===== src/stpc_pkg.sv =====
package stpc_pkg;

	localparam int STPC_CNT_W = 10;
	localparam int STPC_ADDR_W = 8;
	localparam int STPC_DATA_W = 32;

	// Register byte offsets.
	localparam logic [7:0] STPC_OFS_CTRL = 8'h00;
	localparam logic [7:0] STPC_OFS_COUNT = 8'h04;
	localparam logic [7:0] STPC_OFS_COMPARE_A_VALUE = 8'h08;
	localparam logic [7:0] STPC_OFS_COMPARE_P_VALUE = 8'h0C;
	localparam logic [7:0] STPC_OFS_STATUS = 8'h10;

	// Control register field positions.
	localparam int STPC_CTRL_MODE_LO = 0;
	localparam int STPC_CTRL_FUNC_LO = 2;
	localparam int STPC_CTRL_OC = 4;
	localparam int STPC_CTRL_POL = 5;
	localparam int STPC_CTRL_DPX = 6;
	localparam int STPC_CTRL_CCLR = 7;
	localparam int STPC_CTRL_RUN = 8;

	// Status register field positions, write one to clear.
	localparam int STPC_STAT_FLAG_A = 0;
	localparam int STPC_STAT_FLAG_P = 1;

	localparam logic [9:0] STPC_CNT_ZERO = 10'h000;
	localparam logic [9:0] STPC_CNT_ONE = 10'h001;
	localparam logic [31:0] STPC_WORD_ZERO = 32'h0000_0000;

	typedef enum logic [1:0] {
		STPC_MODE_COMPARE = 2'h0,
		STPC_MODE_CAPTURE = 2'h1,
		STPC_MODE_PWM = 2'h2,
		STPC_MODE_TIMER = 2'h3
	} stpc_mode_type;

	// Pin function codes, meaning depends on the mode.
	localparam logic [1:0] STPC_FUNC_00 = 2'h0;
	localparam logic [1:0] STPC_FUNC_01 = 2'h1;
	localparam logic [1:0] STPC_FUNC_10 = 2'h2;
	localparam logic [1:0] STPC_FUNC_11 = 2'h3;

	typedef struct packed {
		stpc_mode_type mode_select;
		logic [1:0] pin_function;
		logic output_level_control;
		logic output_invert;
		logic duty_period_swap;
		logic clear_source_select;
	} stpc_ctrl_type;

	localparam stpc_ctrl_type STPC_CTRL_RESET = '{
		mode_select: STPC_MODE_COMPARE,
		pin_function: STPC_FUNC_00,
		output_level_control: 1'b0,
		output_invert: 1'b0,
		duty_period_swap: 1'b0,
		clear_source_select: 1'b0
	};

	typedef struct packed {
		logic [STPC_ADDR_W-1:0] addr;
		logic [STPC_DATA_W-1:0] wdata;
		logic wr;
		logic rd;
	} stpc_bus_req_type;

endpackage : stpc_pkg


===== src/stpc_sync.sv =====
`timescale 1ns/1ps
module stpc_sync #(
	parameter int WIDTH = 1
) (
	input wire logic core_clk_i,
	input wire logic rst_i,
	input wire logic [WIDTH-1:0] async_i,
	output logic [WIDTH-1:0] sync_o
);
	typedef struct packed {
		logic [WIDTH-1:0] first;
		logic [WIDTH-1:0] second;
	} stpc_sync_type;

	stpc_sync_type s;
	stpc_sync_type next_s;

	// The first stage feeds only the second stage.
	always_comb begin
		next_s.first = async_i;
		next_s.second = s.first;
	end

	always_ff @(posedge core_clk_i) begin
		if (rst_i) begin
			s <= '0;
		end else begin
			s <= next_s;
		end
	end

	assign sync_o = s.second;
endmodule : stpc_sync


===== src/stpc_edge.sv =====
`timescale 1ns/1ps
module stpc_edge (
	input wire logic core_clk_i,
	input wire logic rst_i,
	input wire logic level_i,
	output logic rise_o,
	output logic fall_o
);
	typedef struct packed {
		logic last;
	} stpc_edge_type;

	stpc_edge_type s;
	stpc_edge_type next_s;

	always_comb begin
		next_s.last = level_i;
	end

	always_ff @(posedge core_clk_i) begin
		if (rst_i) begin
			s <= '0;
		end else begin
			s <= next_s;
		end
	end

	assign rise_o = level_i & ~s.last;
	assign fall_o = ~level_i & s.last;
endmodule : stpc_edge


===== src/stpc_timer.sv =====
// Added by the designer: the register addresses and strobed register access.
`timescale 1ns/1ps
module stpc_timer
	import stpc_pkg::*;
(
	input wire logic core_clk_i,
	input wire logic rst_i,
	input wire logic [STPC_ADDR_W-1:0] reg_addr_i,
	input wire logic [STPC_DATA_W-1:0] reg_wdata_i,
	input wire logic reg_wr_i,
	input wire logic reg_rd_i,
	output logic [STPC_DATA_W-1:0] reg_rdata_o,
	input wire logic external_trigger_pin_i,
	input wire logic capture_input_pin_i,
	output logic timer_out_o,
	output logic timer_out_active_o,
	output logic match_a_flag_o,
	output logic match_p_flag_o
);
	typedef struct packed {
		stpc_ctrl_type ctrl;
		logic counter_run_bit;
		logic run_last;
		logic [STPC_CNT_W-1:0] count;
		logic [STPC_CNT_W-1:0] compare_a_value;
		logic [STPC_CNT_W-1:0] compare_p_value;
		logic match_a_flag;
		logic match_p_flag;
		logic capture_pending;
		logic compare_level;
		logic pin;
		logic pin_active;
		logic [STPC_DATA_W-1:0] rdata;
	} stpc_state_type;

	stpc_state_type s;
	stpc_state_type next_s;
	stpc_bus_req_type req;

	logic [1:0] pins_sync;
	logic trig_rise;
	logic cap_rise;
	logic cap_fall;

	assign req = '{addr: reg_addr_i, wdata: reg_wdata_i, wr: reg_wr_i,
		rd: reg_rd_i};

	// External pins pass two flops before any logic sees them.
	stpc_sync #(
		.WIDTH(2)
	) u_sync (
		.core_clk_i(core_clk_i),
		.rst_i(rst_i),
		.async_i({capture_input_pin_i, external_trigger_pin_i}),
		.sync_o(pins_sync)
	);

	stpc_edge u_trig_edge (
		.core_clk_i(core_clk_i),
		.rst_i(rst_i),
		.level_i(pins_sync[0]),
		.rise_o(trig_rise),
		.fall_o()
	);

	stpc_edge u_cap_edge (
		.core_clk_i(core_clk_i),
		.rst_i(rst_i),
		.level_i(pins_sync[1]),
		.rise_o(cap_rise),
		.fall_o(cap_fall)
	);

	logic single_pulse;
	logic run_rise;
	logic counting;
	logic match_a;
	logic match_p;
	logic p_nonzero;
	logic a_nonzero;
	logic [STPC_CNT_W-1:0] pwm_period;
	logic [STPC_CNT_W-1:0] pwm_duty;
	logic pwm_wave;
	logic pin_act;
	logic cap_edge;
	logic clear_cnt;
	logic wr_ctrl;
	logic wr_stat;

	always_comb begin
		next_s = s;

		// The timer clock is the core clock, one count per edge.
		single_pulse = (s.ctrl.mode_select == STPC_MODE_PWM) &&
			(s.ctrl.pin_function == STPC_FUNC_11);
		run_rise = s.counter_run_bit & ~s.run_last;
		counting = s.counter_run_bit & s.run_last;
		match_a = counting && (s.count == s.compare_a_value);
		match_p = counting && (s.count == s.compare_p_value);
		p_nonzero = (s.compare_p_value != STPC_CNT_ZERO);
		a_nonzero = (s.compare_a_value != STPC_CNT_ZERO);
		clear_cnt = 1'b0;
		cap_edge = 1'b0;
		wr_ctrl = req.wr && (req.addr == STPC_OFS_CTRL);
		wr_stat = req.wr && (req.addr == STPC_OFS_STATUS);

		// Period register by swap bit; a zero period spans 1024 counts.
		pwm_period = s.ctrl.duty_period_swap ? s.compare_a_value :
			s.compare_p_value;
		pwm_duty = s.ctrl.duty_period_swap ? s.compare_p_value :
			s.compare_a_value;
		pwm_wave = (s.count < pwm_duty) ||
			((pwm_duty >= pwm_period) && (pwm_period != STPC_CNT_ZERO));

		next_s.run_last = s.counter_run_bit;
		next_s.capture_pending = 1'b0;

		// Status flags: write one clears, a new event wins below.
		if (wr_stat) begin
			if (req.wdata[STPC_STAT_FLAG_A]) begin
				next_s.match_a_flag = 1'b0;
			end
			if (req.wdata[STPC_STAT_FLAG_P]) begin
				next_s.match_p_flag = 1'b0;
			end
		end

		// Fields are placed one by one: a packed cast would reverse them.
		if (wr_ctrl) begin
			next_s.ctrl.mode_select = stpc_mode_type'(
				req.wdata[STPC_CTRL_MODE_LO +: $bits(stpc_mode_type)]);
			next_s.ctrl.pin_function =
				req.wdata[STPC_CTRL_FUNC_LO +: $bits(s.ctrl.pin_function)];
			next_s.ctrl.output_level_control = req.wdata[STPC_CTRL_OC];
			next_s.ctrl.output_invert = req.wdata[STPC_CTRL_POL];
			next_s.ctrl.duty_period_swap = req.wdata[STPC_CTRL_DPX];
			next_s.ctrl.clear_source_select = req.wdata[STPC_CTRL_CCLR];
			next_s.counter_run_bit = req.wdata[STPC_CTRL_RUN];
		end
		if (req.wr && (req.addr == STPC_OFS_COMPARE_A_VALUE)) begin
			next_s.compare_a_value = req.wdata[STPC_CNT_W-1:0];
		end
		if (req.wr && (req.addr == STPC_OFS_COMPARE_P_VALUE)) begin
			next_s.compare_p_value = req.wdata[STPC_CNT_W-1:0];
		end

		unique case (s.ctrl.mode_select)
			STPC_MODE_COMPARE, STPC_MODE_TIMER: begin
				if (s.ctrl.clear_source_select) begin
					clear_cnt = match_a;
				end else begin
					clear_cnt = match_p && p_nonzero;
					if (match_p && p_nonzero) begin
						next_s.match_p_flag = 1'b1;
					end
				end
				if (match_a && a_nonzero) begin
					next_s.match_a_flag = 1'b1;
					unique case (s.ctrl.pin_function)
						STPC_FUNC_00: next_s.compare_level = s.compare_level;
						STPC_FUNC_01: next_s.compare_level = 1'b0;
						STPC_FUNC_10: next_s.compare_level = 1'b1;
						STPC_FUNC_11: next_s.compare_level = ~s.compare_level;
					endcase
				end
				if (run_rise) begin
					next_s.compare_level = s.ctrl.output_level_control;
				end
			end
			STPC_MODE_CAPTURE: begin
				// Edge choice by pin function; 11 means no capture.
				unique case (s.ctrl.pin_function)
					STPC_FUNC_00: cap_edge = cap_rise;
					STPC_FUNC_01: cap_edge = cap_fall;
					STPC_FUNC_10: cap_edge = cap_rise | cap_fall;
					STPC_FUNC_11: cap_edge = 1'b0;
				endcase
				// A pulse shorter than one core clock can be lost at the first flop.
				if (cap_edge && s.counter_run_bit) begin
					next_s.compare_a_value = s.count;
					next_s.capture_pending = 1'b1;
				end
				// Compare P zero lets the counter wrap at its maximum.
				clear_cnt = match_p && p_nonzero;
				if (match_p && p_nonzero) begin
					next_s.match_p_flag = 1'b1;
				end
			end
			STPC_MODE_PWM: begin
				if (single_pulse) begin
					// Compare P, clear source and swap play no part here.
					if (trig_rise && !s.counter_run_bit) begin
						next_s.counter_run_bit = 1'b1;
					end
					if (match_a) begin
						next_s.counter_run_bit = 1'b0;
						next_s.match_a_flag = 1'b1;
					end
				end else begin
					// Period comes from the swap choice, not clear source.
					clear_cnt = counting &&
						(s.count == pwm_period - STPC_CNT_ONE);
					if (match_a) begin
						next_s.match_a_flag = 1'b1;
					end
					if (match_p) begin
						next_s.match_p_flag = 1'b1;
					end
				end
			end
		endcase

		// Latched value settles a cycle before the flag rises.
		if (s.capture_pending) begin
			next_s.match_a_flag = 1'b1;
		end

		// Counter zeroes on run rising, else counts while running.
		if (run_rise) begin
			next_s.count = STPC_CNT_ZERO;
		end else if (counting) begin
			if (clear_cnt) begin
				next_s.count = STPC_CNT_ZERO;
			end else begin
				next_s.count = s.count + STPC_CNT_ONE;
			end
		end

		// The wave runs inside; the function field picks what is shown.
		unique case (s.ctrl.pin_function)
			STPC_FUNC_00: pin_act = 1'b0;
			STPC_FUNC_01: pin_act = 1'b1;
			STPC_FUNC_10: pin_act = pwm_wave & s.counter_run_bit;
			STPC_FUNC_11: pin_act = s.counter_run_bit;
		endcase

		unique case (s.ctrl.mode_select)
			STPC_MODE_COMPARE: begin
				next_s.pin = s.compare_level ^ s.ctrl.output_invert;
				next_s.pin_active = 1'b1;
			end
			STPC_MODE_PWM: begin
				next_s.pin = (pin_act ? s.ctrl.output_level_control :
					~s.ctrl.output_level_control) ^ s.ctrl.output_invert;
				next_s.pin_active = 1'b1;
			end
			STPC_MODE_CAPTURE, STPC_MODE_TIMER: begin
				next_s.pin = 1'b0;
				next_s.pin_active = 1'b0;
			end
		endcase

		// Read data stand in the cycle after the strobe only.
		next_s.rdata = STPC_WORD_ZERO;
		if (req.rd) begin
			unique case (req.addr)
				STPC_OFS_CTRL: begin
					next_s.rdata[STPC_CTRL_MODE_LO +: $bits(stpc_mode_type)] =
						s.ctrl.mode_select;
					next_s.rdata[STPC_CTRL_FUNC_LO +: $bits(s.ctrl.pin_function)] =
						s.ctrl.pin_function;
					next_s.rdata[STPC_CTRL_OC] = s.ctrl.output_level_control;
					next_s.rdata[STPC_CTRL_POL] = s.ctrl.output_invert;
					next_s.rdata[STPC_CTRL_DPX] = s.ctrl.duty_period_swap;
					next_s.rdata[STPC_CTRL_CCLR] = s.ctrl.clear_source_select;
					next_s.rdata[STPC_CTRL_RUN] = s.counter_run_bit;
				end
				STPC_OFS_COUNT: next_s.rdata[STPC_CNT_W-1:0] = s.count;
				STPC_OFS_COMPARE_A_VALUE: next_s.rdata[STPC_CNT_W-1:0] = s.compare_a_value;
				STPC_OFS_COMPARE_P_VALUE: next_s.rdata[STPC_CNT_W-1:0] = s.compare_p_value;
				STPC_OFS_STATUS: begin
					next_s.rdata[STPC_STAT_FLAG_A] = s.match_a_flag;
					next_s.rdata[STPC_STAT_FLAG_P] = s.match_p_flag;
				end
				default: next_s.rdata = STPC_WORD_ZERO;
			endcase
		end
	end

	always_ff @(posedge core_clk_i) begin
		if (rst_i) begin
			s <= '0;
			s.ctrl <= STPC_CTRL_RESET;
		end else begin
			s <= next_s;
		end
	end

	assign reg_rdata_o = s.rdata;
	assign timer_out_o = s.pin;
	assign timer_out_active_o = s.pin_active;
	assign match_a_flag_o = s.match_a_flag;
	assign match_p_flag_o = s.match_p_flag;
endmodule : stpc_timer


===== config.mk =====
export PLATFORM = sky130hd
export DESIGN_NAME = stpc_timer
export DESIGN_NICKNAME = d
export VERILOG_FILES = /design/src/stpc_pkg.sv /design/src/stpc_sync.sv /design/src/stpc_edge.sv /design/src/stpc_timer.sv
export SDC_FILE = /design/constraint.sdc
export NUM_CORES = 1
export LEC_CHECK = 0
export CAP_MARGIN = 20
export CORE_ASPECT_RATIO = 0.8
export CORE_MARGIN = 8
export CORE_UTILIZATION = 55
export DETAILED_ROUTE_END_ITERATION = 16
export DONT_BUFFER_PORTS = 1
export GPL_TIMING_DRIVEN = 0
export HOLD_SLACK_MARGIN = 0.12
export PLACE_DENSITY = 0.7
export SLEW_MARGIN = 20
export SYNTH_ARGS = -nofsm -noshare
export SYNTH_HDL_FRONTEND = slang
export SYNTH_SLANG_ARGS = --single-unit

===== constraint.sdc =====
create_clock -name core_clk_i -period 3.5 [get_ports core_clk_i]
set_input_delay 0.875 -clock core_clk_i [delete_from_list [all_inputs] [get_ports core_clk_i]]
set_output_delay 0.875 -clock core_clk_i [all_outputs]
set_load 0.03 [all_outputs]

* After elaboration in Yosys (flattened, before gate mapping)
Index checks and enable logic that the tools add are counted.
** Word-level totals
- Register bits :: 84
- Input bits :: 46
- Output and inout bits :: 36
- Word-level logic and storage cells :: 124
** Operators by class
- Add/sub/neg operators :: 2
- Order comparisons :: 2
- Equality and inequality tests :: 14
- Muxes and demuxes :: 38
- Bitwise operators :: 17
- Reductions and logical operators :: 28
** Operators with widths (number)
- 2-to-1 mux 10 bit :: 6
- equality test 10 bit :: 3
- nonzero test 10 bit :: 3
- one-hot mux 7 bit (4 select lines) :: 1
- 2-to-1 mux 1 bit :: 21
- equality test 8 x 4 -> 1 bit, second input constant :: 2
- logical AND 1 bit :: 13
- one-hot mux 1 bit (3 select lines) :: 4
- adder 10 x 1 -> 10 bit, second input constant :: 1
- >= comparator 10 bit :: 1
- < comparator 10 bit :: 1
- one-hot mux 2 bit (5 select lines) :: 1
- OR reduction 2 bit :: 5
- subtractor 10 x 1 -> 10 bit, second input constant :: 1
- equality test 2 bit, second input constant :: 4
- equality test 8 x 3 -> 1 bit, second input constant :: 1
- equality test 8 x 5 -> 1 bit, second input constant :: 1
- zero test 8 bit :: 1
- NOT 1 bit :: 8
- one-hot mux 1 bit (4 select lines) :: 2
- bitwise AND 1 bit :: 6
- one-hot mux 2 bit (3 select lines) :: 1
- equality test 2 x 1 -> 1 bit, second input constant :: 2
- zero test 2 bit :: 2
- 9 further kinds :: 10

* Depth between registers and ports, before layout
Gate-level depths: netlist of run 1.
- Word-level depth :: 9
- Depth in mapped cells :: 15
- Gate-level depth less buffers :: 11

* Hierarchy
A second synthesis of run 1 with hierarchy kept.
** Second synthesis, totals
- Cell total of the unflattened synthesis :: 551
- Area total of the unflattened synthesis :: 4389.2 um^2
** Modules (own cells, without submodules)
- stpc_timer :: times used 1, cells each 535, area each 4206.5 um^2, sequential area each 1121.1 um^2
- stpc_sync :: times used 1, cells each 8, area each 105.1 um^2, sequential area each 80.1 um^2
- stpc_edge :: times used 2, cells each 4, area each 38.8 um^2, sequential area each 20.0 um^2

* Worst setup path after synthesis of run 1
No wires, ideal clock.
- Kind :: register to register
- Start point :: register s[71] in the netlist's numbering
- End point :: register s (netlist bit timer_out_o)
- Library setup time :: 0.087 ns
- Data arrival time :: 3.032 ns
- Slack :: 0.381 ns
- Cell stages (with the launch flop) :: 16
- Clock period less this slack :: 3.119 ns
- Path through :: dfxtp_1 buf_6 buf_6 buf_2 buf_1 mux2i_1 inv_1 ha_1 a211oi_1 o21ai_0 a21oi_1 a22oi_1 nor3_1 mux2i_1 o21ai_0 o31ai_1
** Between the ends
- Longest elaborated chain between the ends :: 9
- Elaborated cells between the ends (all ways) :: 12
** RTL lines
- start: declaration :: line stpc_timer.sv:36 : stpc_state_type s;
- start signal: assignment :: line stpc_timer.sv:285 : s <= next_s;
- 2-to-1 mux 10 bit, on equally long branches :: line stpc_timer.sv:110, stpc_timer.sv:108
- >= comparator 10 bit or nonzero test 10 bit (tied branches) :: line stpc_timer.sv:113 : ((pwm_duty >= pwm_period) && (pwm_period != STPC_CNT_ZERO));
- logical AND 1 bit :: line stpc_timer.sv:113
- logical OR 1 bit (*) :: line stpc_timer.sv:112 : pwm_wave = (s.count < pwm_duty) ||
- bitwise AND 1 bit (*) :: line stpc_timer.sv:233 : STPC_FUNC_10: pin_act = pwm_wave & s.counter_run_bit;
- one-hot mux 1 bit (4 select lines) (*) :: line stpc_timer.sv:230 : unique case (s.ctrl.pin_function)
- 2-to-1 mux 1 bit (*) :: line stpc_timer.sv:243 : next_s.pin = (pin_act ? s.ctrl.output_level_control :
- bitwise XOR 1 bit (*) :: line stpc_timer.sv:244 : ~s.ctrl.output_level_control) ^ s.ctrl.output_invert;
- one-hot mux 2 bit (3 select lines) (*) :: line stpc_timer.sv:237 : unique case (s.ctrl.mode_select)
Every way passes the cells marked *; elsewhere a longest branch is shown, timed or not.
A chain may end at the register's enable or synchronous reset.

* Worst setup path in the final report of run 1
- Start point :: register s[71] in the netlist's numbering
- End point :: register s[67] in the netlist's numbering
** Between the ends
- Longest elaborated chain between the ends :: 7
** RTL lines
- 2-to-1 mux 10 bit :: line stpc_timer.sv:108 : pwm_period = s.ctrl.duty_period_swap ? s.compare_a_value :
- subtractor 10 x 1 -> 10 bit :: line stpc_timer.sv:202 : (s.count == pwm_period - STPC_CNT_ONE);
- equality test 10 bit :: line stpc_timer.sv:202
- logical AND 1 bit :: line stpc_timer.sv:201 : clear_cnt = counting &&
- 2-to-1 mux 1 bit :: line stpc_timer.sv:190 : if (single_pulse) begin
- one-hot mux 1 bit (3 select lines) :: line stpc_timer.sv:147 : unique case (s.ctrl.mode_select)
- 2-to-1 mux 10 bit :: line stpc_timer.sv:222 : if (clear_cnt) begin
No other way between the ends.

==> flow_metrics.tcl, run 1 <==
set metrics [dict create \
    status "completed" \
    grt_pass1_wl_mm 21.2 \
    finalNonFillerCells 694 \
    port_buffers 0 \
    syn_inst 550 \
    ir_worst_vdd_uv 248 \
    grt_antenna_before_repair 0 \
    vias 4175 \
    synth-edff-count 0 \
    die_x_um 117 \
    cp-end-kind "register" \
    htreeDepth 3 \
    area_delta_synth_final_pct 10.4 \
    period_needed_ns 3.25 \
    setup_viol 0 \
    yosys.area.top_type_share_pct 27.6 \
    holdBufCountCts 0 \
    grt_pass1_vias 3905 \
    postCtsSetupBuffers 0 \
    hp-class "register to register" \
    design.core.area_um2 7950 \
    avgSynthCellArea_um2 8.16 \
    drc_errors 0 \
    ant_nets 0 \
    ys_types 56 \
    worstPathCellList "buf_6, buf_6, buf_4, mux2i_1, ha_2, xor2_1, xnor2_1, nor4_2, o2111ai_1, a2111oi_4, o31ai_2, nand2_2, nor2_1" \
    cts.sinks 62 \
    cts_tree "done" \
    cpMostUsedCell "buf_6" \
    critical_path.startpoint "s[71]$_SDFFE_PP0P_" \
    post-route-util_pct 62.4 \
    syn_area_um2 4490 \
    clk_latency_ns 0.35 \
    cts-root-buf "clkbuf_8" \
    powerDensity_nw_per_um2 307 \
    yosys.area.top_type "dfxtp_1" \
    arrival_ns 3.48 \
    crit_path_max_incr_delay_ns 0.39 \
    drt_wl_total_mm 13.7 \
    yosysMostFrequentCell "dfxtp_1" \
    crit_type "register to register" \
    leakagePower_nw 2.16 \
    clockBufferDepth 2 \
    finalMaxSlewViolations 0 \
    clk_pin_slew_ns 0.08 \
    cp.required_ns 3.73 \
    avgViaCountPerCell 6.02 \
    timing.final.crit_share_pct 92.8 \
    ioPinCount 82 \
    crit_buf_inv 3 \
    synth_area_leaders "dfxtp_1, mux2i_1, ha_1" \
    hold_viol_final 0 \
    grt_overflow_total 0 \
    max_freq_ghz 0.308 \
    synth_seq_cells 62 \
    gp_congestion 0.943 \
    relSlewSlack_pct 46.2 \
    dp_cells 679 \
    nFillCells 708 \
    dpl.hpwl_mm 10.1 \
    design_area_um2 4960 \
    cap_violations 0 \
    critPathTopFamily "compound AO/OA/AOI/OAI gates" \
    diodes 0 \
    grt_usage_pct 24.1 \
    die_y_um 96.8 \
    skew_ns 0.00957 \
    rows 29 \
    initialDrtViolationCount 375 \
    async_flop_share_pct 0 \
    routedWlPerCell_um 19.8 \
    hold_start "u_sync.next_s[1]$_SDFF_PP0_" \
    drive_above_1_share_pct 13.0 \
    worst_pin_slew_ns 0.807 \
    synth_commonest_cells "dfxtp_1, nor2_1, mux2i_1" \
    cts_buffers 9 \
    slowest_stage "a2111oi_4" \
    start_util_pct 56.5 \
    drt_pass1_iterations 7 \
    die_area_um2 11300 \
    grt_max_degree 13 \
    startpoint_type "register" \
    tns_ns 0 \
    layout.nets 651 \
    ys.warnings.count 0 \
    synth_flop_cell "dfxtp_1" \
    cp_max_fo 19 \
    rsz0062_at_grt "false" \
    post_dp_cell_area_um2 4700 \
    seq_area_frac_synth_pct 27.6 \
    r2r-start "s[71]$_SDFFE_PP0P_" \
]
-- worst register-to-register path: cells and delay by family, from the launching register on --
kind	cells	cell delay (ns)
AND/OR/NAND/NOR	3	0.51
buffers and inverters	3	0.64
adder cells (fa/ha/maj)	1	0.30
flip-flops	1	0.32
AO/OA/AOI/OAI	3	0.76
XOR/XNOR	2	0.30
multiplexers	1	0.31
-- layout by cell type, fill, tap and decap left out, drive strengths merged, types with 3 or more instances in the layout --
cell type  instances
inv               18
nor2b             12
a21o               3
a211oi            14
conb              22
xnor2             10
buf               43
a31oi              3
o22ai              3
a21oi             20
xor2              32
mux2               6
a221oi             7
nand2b             5
nor4              12
clkbuf            40
nand4              3
nand3             27
clkinv             4
o21ai             14
ha                24
o211ai             5
nand2             36
mux2i             46
nor2              60
and3               7
nor3              13
dfxtp             62
or3                4
o2111ai            3
-- state kept, by name (all words and copies together), names as in the netlist --
signal and flops:
timer_out_o 1, match_p_flag_o 1, u_trig_edge.s 1, s 41
u_sync.next_s 2, timer_out_active_o 1, match_a_flag_o 1, u_sync.sync_o 2
u_cap_edge.s 1, next_s 1, reg_rdata_o 10
-- repair_timing --
action	4_1_cts	5_1_grt
hold endpoints to repair	0	0
gates cloned	0	0
gates resized for setup	5	2
endpoints found under the setup margin	11	11
pin swaps	0	1
-- metal layers --
layer / part of all wire (%) / wire length (um) / up-vias / GRT usage (%)
li1: - / - / 1928 / -
met1: 42 / 5740 / 1966 / 33.8
met3: 12 / 1640 / 35 / 5.03
met4: 2.6 / 359 / 0 / 8.55
met2: 44 / 5980 / 246 / 35.4
met5: 0 / 0 / - / 0
-- path summary, 6_finish.rpt --
kind	to	slack, ns	cells after the start
worst min register to register	u_sync.sync_o[1]$_SDFF_PP0_	0.47	1
worst max register to register	s[67]$_SDFFE_PP0P_	0.25	13
worst min-delay path	u_sync.sync_o[1]$_SDFF_PP0_	0.47	1
worst max-delay path	s[67]$_SDFFE_PP0P_	0.25	13
-- power breakdown --
group          internal [W]  switching, W
combinational     0.0000303     0.0000655
clock              0.000403      0.000311
sequential         0.000709    0.00000300
total               0.00114      0.000379
-- final cells by class --
cell class	count	area, um^2	area share (%)
buffer	74	432	8.71
clock inverter	7	98.8	1.99
inverter	18	67.6	1.36
sequential	62	1240	25.0
multi-input combinational	416	2860	57.7
clock buffer	9	124	2.50
tap	108	135	2.73
-- cell families (layout without fill, tap and decap cells) --
family                   count (synthesis)  count (layout)  synth area share [%]
XOR/XNOR                                42              42                  8.19
flip-flops                              62              62                  27.6
AND/OR/NAND/NOR                        187             187                  20.0
adder cells (fa/ha/maj)                 25              25                  6.91
buffers and inverters                   93             108                  11.1
AO/OA/AOI/OAI                           87              87                  13.3
other                                    1              22                0.0835
multiplexers                            53              53                  12.7
-- through the flow --
step / power, W / setup WS [ns] / hold slack [ns]
2_1_floorplan: 0.000809 / 0.381 / 0.414
3_3_place_gp: 0.000820 / -0.578 / 0.430
3_5_place_dp: 0.000821 / -0.613 / 0.445
4_1_cts: 0.00152 / 0.000312 / 0.468
5_1_grt: 0.00155 / 0.0696 / 0.477
6_report: 0.00152 / 0.253 / 0.467
(Power assumes the default switching activity.)
==> run 2: changes to the inputs <==
--- a/config.mk
+++ b/config.mk
@@ -5,6 +5,7 @@
 export SDC_FILE = /design/constraint.sdc
 export NUM_CORES = 1
 export LEC_CHECK = 0
+export ABC_AREA = 1
 export CAP_MARGIN = 20
 export CORE_ASPECT_RATIO = 0.8
 export CORE_MARGIN = 8
==> run 2 against run 1 <==
Global-route usage grew 3.2 points. Final area is 1.4% lower. Flip-flop and latch count did not move. Non-clock buffer count down 18. Clock power grew 2%. Highest routed layer unchanged. Largest cell class unchanged.
==> flow_metrics.tcl, run 2 <==
set metrics [dict create \
    hp-class "register to register" \
    clk_pin_slew_ns 0.07 \
    cts.sinks 62 \
    routedWlPerCell_um 18.1 \
    setup_viol 0 \
    synth_commonest_cells "nand2_1, inv_1, nor2_1" \
    leakagePower_nw 2.38 \
    crit_type "register to register" \
    period_needed_ns 3.09 \
    hold_viol_final 0 \
    postCtsSetupBuffers 0 \
    diodes 0 \
    power.total_w 0.00154 \
    initialDrtViolationCount 512 \
    hold_depth 2 \
    worst_pin_slew_ns 0.776 \
    holdBufCountCts 0 \
    arrival_ns 3.34 \
    async_flop_share_pct 0 \
    drt_wl_total_mm 14.9 \
    grt_antenna_before_repair 0 \
    rows 29 \
    start_util_pct 56.2 \
    grt_max_degree 12 \
    timing.final.crit_share_pct 88.3 \
    die_area_um2 11200 \
    syn_area_um2 4450 \
    ys_types 39 \
    largest-register "s" \
    drt_pass1_iterations 5 \
    powerDensity_nw_per_um2 315 \
    cts_buffers 9 \
    grt_pass1_vias 4349 \
    ant_nets 0 \
    largest_reg_flops 41 \
    avgViaCountPerCell 5.76 \
    min_to "u_sync.sync_o[1]$_SDFF_PP0_" \
    yosys.area.top_type "dfxtp_1" \
    final_common_cell "nand2_1" \
    rr_worst_depth 19 \
    regToRegSetupSlack_ns 0.41 \
    layout.nets 779 \
    area_delta_synth_final_pct 9.84 \
    die_y_um 96.4 \
    cp.required_ns 3.75 \
    dpl.hpwl_mm 11.7 \
    cts-root-buf "clkbuf_8" \
    cp_max_fo 10 \
    avgSynthCellArea_um2 6.57 \
    grt_usage_pct 27.3 \
    seq_area_frac_synth_pct 27.9 \
    drive_above_1_share_pct 10.2 \
    clockBufferDepth 2 \
    drc_errors 0 \
    ir_worst_vdd_uv 207 \
    yosys.area.top_type_share_pct 27.9 \
    design.core.area_um2 7910 \
    ys.warnings.count 0 \
    cap_violations 0 \
    ioPinCount 82 \
    rsz0062_at_grt "false" \
    status "completed" \
    grt_overflow_total 0 \
    cts_tree "done" \
    grt_pass1_wl_mm 23.2 \
    htreeDepth 3 \
    rr_endpoint "timer_out_o$_SDFF_PP0_" \
    max_freq_ghz 0.324 \
    synth_seq_cells 62 \
    cp-end-kind "register" \
    die_x_um 117 \
    gp_congestion 0.998 \
    synth_flop_cell "dfxtp_1" \
    cts_resized 0 \
    yosysMostFrequentCell "nand2_1" \
    mostFrequentLayoutCells "nand2_1, inv_1, nor2_1, dfxtp_1, o21ai_0" \
    skew_ns 0.0113 \
    clk_latency_ns 0.35 \
    nFillCells 797 \
    syn_inst 677 \
    finalMaxSlewViolations 0 \
    startpoint_type "register" \
    relSlewSlack_pct 47.8 \
    vias 4734 \
    tns_ns 0 \
    r2r-start "s[71]$_SDFFE_PP0P_" \
    port_buffers 0 \
    synth_area_leaders "dfxtp_1, nand2_1, inv_1" \
    hold_start "u_sync.next_s[1]$_SDFF_PP0_" \
    synth-edff-count 0 \
]
-- run 2: cell families after synthesis --
logic type               Yosys count  share of synthesized area (%)
AND/OR/NAND/NOR                  282                           27.0
buffers and inverters            155                           16.3
AO/OA/AOI/OAI                    132                           17.8
flip-flops                        62                           27.9
adder cells (fa/ha/maj)           24                           6.75
XOR/XNOR                          21                           4.13
other                              1                         0.0843
-- run 2: worst max-delay path by stage --
stage                             from                     end  slack, ns  cells past startpoint
finish              s[71]$_SDFFE_PP0P_  timer_out_o$_SDFF_PP0_       0.41                     19
global route        s[71]$_SDFFE_PP0P_  timer_out_o$_SDFF_PP0_       0.15                     22
CTS                 s[71]$_SDFFE_PP0P_  timer_out_o$_SDFF_PP0_       0.47                     22
detailed placement  s[71]$_SDFFE_PP0P_  timer_out_o$_SDFF_PP0_       0.48                     22
global placement    s[71]$_SDFFE_PP0P_  timer_out_o$_SDFF_PP0_       0.50                     22
floorplan           s[71]$_SDFFE_PP0P_  timer_out_o$_SDFF_PP0_       1.10                     19
-- run 2: power by group --
| part | internal [W] | switching [W] | total, W |
|---|---|---|---|
| clock network | 0.000422 | 0.000303 | 0.000725 |
| registers | 0.000709 | 0.00000380 | 0.000713 |
| logic | 0.0000320 | 0.0000713 | 0.000103 |
| total | 0.00116 | 0.000378 | 0.00154 |
-- run 2: final cells by class --
cell class / instances / area, um^2 / area share, %
well taps: 108 / 135 / 2.76
inverters: 99 / 372 / 7.60
clock inverters: 5 / 82.6 / 1.69
flip-flops and latches: 62 / 1240 / 25.4
multi-input cells: 481 / 2560 / 52.4
plain buffers: 56 / 355 / 7.27
clock buffers: 11 / 141 / 2.89
-- run 2: critical path, stage by stage (launching register included) --
cell      delay (ns)
dfxtp_1         0.33
buf_6           0.14
buf_6           0.15
buf_6           0.15
clkbuf_1        0.36
nand2_1         0.15
o21ai_0         0.17
inv_1           0.14
ha_1            0.29
nand3_1         0.12
nor2_1          0.16
nand3_1         0.08
nand4_1         0.09
nand2_1         0.06
nand2_1         0.10
nand2_1         0.07
nand3_1         0.07
nand3_1         0.10
a21oi_1         0.15
nor2_1          0.06
-- run 2: metrics by stage --
step | hold WS, ns | instance area, um^2 | cells | setup WS [ns] | util, %
after global routing | 0.428 | 4890 | 822 | 0.149 | 61.8
after global placement | 0.390 | 4660 | 806 | 0.496 | 59.0
after CTS | 0.416 | 4890 | 822 | 0.472 | 61.8
after detailed placement | 0.405 | 4660 | 806 | 0.479 | 59.0
final | 0.411 | 4890 | 822 | 0.410 | 61.8
after floorplan | 0.388 | 4530 | 698 | 1.10 | -
-- run 2: per-layer routing --
layer	global-route usage, %	share of wire (%)
met5	0	0
met4	11.5	3.1
met3	9.75	16
met2	38.9	40
met1	36.7	41
==> run 3: changes to the inputs <==
--- a/config.mk
+++ b/config.mk
@@ -5,14 +5,12 @@
 export SDC_FILE = /design/constraint.sdc
 export NUM_CORES = 1
 export LEC_CHECK = 0
-export ABC_AREA = 1
 export CAP_MARGIN = 20
 export CORE_ASPECT_RATIO = 0.8
 export CORE_MARGIN = 8
 export CORE_UTILIZATION = 55
 export DETAILED_ROUTE_END_ITERATION = 16
 export DONT_BUFFER_PORTS = 1
-export GPL_TIMING_DRIVEN = 0
 export HOLD_SLACK_MARGIN = 0.12
 export PLACE_DENSITY = 0.7
 export SLEW_MARGIN = 20
==> run 3 against run 2 <==
Setup slack lost 0.16 ns. Total power up 1.4%. First-iteration DRC count down 20%. Final area down 5.7%. Clock power is 9.9% higher. Non-clock buffer count shrank 46. Sequential share of layout area grew 1.5 points. Critical endpoint unchanged. Largest power group unchanged.
==> flow_metrics.tcl, run 3 (same netlist as run 1, synthesis figures left out) <==
set metrics [dict create \
    skew_ns 0.0119 \
    dp_cells 614 \
    drive_above_1_share_pct 7.28 \
    routedWlPerCell_um 19.9 \
    area_delta_synth_final_pct 2.62 \
    grt_usage_pct 22.7 \
    ir_worst_vdd_uv 306 \
    largest_reg_flops 41 \
    ant_nets 0 \
    rr_endpoint "timer_out_o$_SDFF_PP0_" \
    dpl.hpwl_mm 9.16 \
    holdBufCountCts 0 \
    p_int_w 0.00123 \
    ioPinCount 82 \
    regToRegSetupSlack_ns 0.25 \
    grt_max_degree 46 \
    htreeDepth 3 \
    crit_type "register to register" \
    rr_worst_depth 12 \
    grt_pass1_wl_mm 20.2 \
    cts_tree "done" \
    largest-register "s" \
    r2r-start "s[71]$_SDFFE_PP0P_" \
    finalNonFillerCells 630 \
    die_x_um 117 \
    grt_overflow_total 0 \
    tns_ns 0 \
    p_switching_w 0.000329 \
    power.total_w 0.00156 \
    clockBufferDepth 2 \
    setup_viol 0 \
    design.core.area_um2 7950 \
    arrival_ns 3.46 \
    finalMaxSlewViolations 0 \
    final_common_cell "dfxtp_1" \
    port_buffers 0 \
    cp-end-kind "register" \
    relSlewSlack_pct 43.0 \
    initialDrtViolationCount 408 \
    gp_congestion 0.950 \
    leakagePower_nw 1.96 \
    rows 29 \
    cts-root-buf "clkbuf_8" \
    drt_wl_total_mm 12.5 \
    seqPwrFrac_pct 45.6 \
    cts_resized 0 \
    cp.required_ns 3.71 \
    mostFrequentLayoutCells "dfxtp_1, nor2_1, mux2i_1, nand2_1, xor2_1" \
    cp_max_fo 37 \
    swShare_pct 21.1 \
    avgViaCountPerCell 6.12 \
    vias 3857 \
    crit_path_max_incr_delay_ns 0.51 \
    cts.sinks 62 \
    powerDensity_nw_per_um2 339 \
    period_needed_ns 3.25 \
    max_freq_ghz 0.308 \
    clk_latency_ns 0.35 \
    grt_antenna_before_repair 0 \
    critPathCapture "timer_out_o$_SDFF_PP0_" \
    diodes 0 \
    grt_pass1_vias 3680 \
    die_area_um2 11300 \
    drc_errors 0 \
    timing.final.crit_share_pct 92.8 \
    worstPathCellList "buf_12, mux2i_1, inv_1, ha_1, a211oi_1, o21ai_0, a21oi_1, a22oi_1, nor3_1, mux2i_1, o21ai_0, o31ai_1" \
    hp-class "register to register" \
    hold_viol_final 0 \
    worst_pin_slew_ns 0.852 \
    slowest_stage "nor3_1" \
    drt_pass1_iterations 5 \
    cap_violations 0 \
    status "completed" \
    cts_buffers 9 \
    rsz0062_at_grt "false" \
    start_util_pct 56.5 \
    startpoint_type "register" \
    die_y_um 96.8 \
    postCtsSetupBuffers 0 \
    layout.nets 587 \
    clk_pin_slew_ns 0.07 \
    p_clk_share_pct 51.0 \
    critical_path.startpoint "s[71]$_SDFFE_PP0P_" \
    pwr-share-comb_pct 3.5 \
]
-- run 3: cell count changes in the layout (fill, tap and decap cells not counted), sizes merged, moves of 18 or more --
cell and delta:
mux2i +46, inv -81, buf -26, o21ai -38
nand2 -113, a21oi -21, clkbuf -18
-- run 3: cell type report --
type,instances,area (um^2)
fill,734,3340
multi-input combinational,416,2830
sequential,62,1240
clock buffer,13,159
tap,108,135
clock inverter,3,90.1
timing repair buffer,10,87.6
inverter,18,67.6
-- run 3: critical path: cells and delay by family (launching register included) --
family,cells,cell delay (ns)
AO/OA/AOI/OAI,6,1.09
multiplexers,2,0.53
AND/OR/NAND/NOR,1,0.51
flip-flops,1,0.36
buffers and inverters,2,0.32
adder cells (fa/ha/maj),1,0.29
-- run 3: routing by layer --
metal	share of wire (%)	vias to the layer above	GRT usage [%]
met5	0	-	0
met3	10	26	6.52
li1	-	1811	-
met2	45	187	33.4
met4	2.1	0	8.15
met1	43	1833	30.6
-- run 3: power groups by stage --
stage | Clock, W | Sequential, W | Combinational [W]
global route | 0.000837 | 0.000712 | 0.0000581
floorplan | 0 | 0.000727 | 0.0000819
CTS | 0.000803 | 0.000712 | 0.0000528
detailed placement | 0 | 0.000728 | 0.0000527
global placement | 0 | 0.000728 | 0.0000520
finish | 0.000797 | 0.000712 | 0.0000540
-- run 3: worst min-delay path by stage --
stage | startpoint | end | slack, ns | cells after the start
after floorplan | u_sync.next_s[0]$_SDFF_PP0_ | u_sync.sync_o[0]$_SDFF_PP0_ | 0.41 | 1
after global placement | s[35]$_SDFF_PP0_ | match_a_flag_o$_SDFF_PP0_ | 0.43 | 2
after detailed placement | u_sync.next_s[1]$_SDFF_PP0_ | u_sync.sync_o[1]$_SDFF_PP0_ | 0.44 | 1
after CTS | u_sync.next_s[1]$_SDFF_PP0_ | u_sync.sync_o[1]$_SDFF_PP0_ | 0.44 | 1
after global routing | u_sync.next_s[1]$_SDFF_PP0_ | u_sync.sync_o[1]$_SDFF_PP0_ | 0.46 | 1
final | u_sync.next_s[1]$_SDFF_PP0_ | u_sync.sync_o[1]$_SDFF_PP0_ | 0.44 | 1
-- run 3: stage by stage --
step	setup WS, ns	util, %	hold WS [ns]	area (um^2)
after detailed placement	0.379	54.9	0.444	4360
final	0.253	58.0	0.441	4610
after global routing	0.0534	58.0	0.462	4610
after CTS	0.365	58.0	0.443	4610
after floorplan	0.381	-	0.414	4570
after global placement	0.439	54.9	0.430	4360
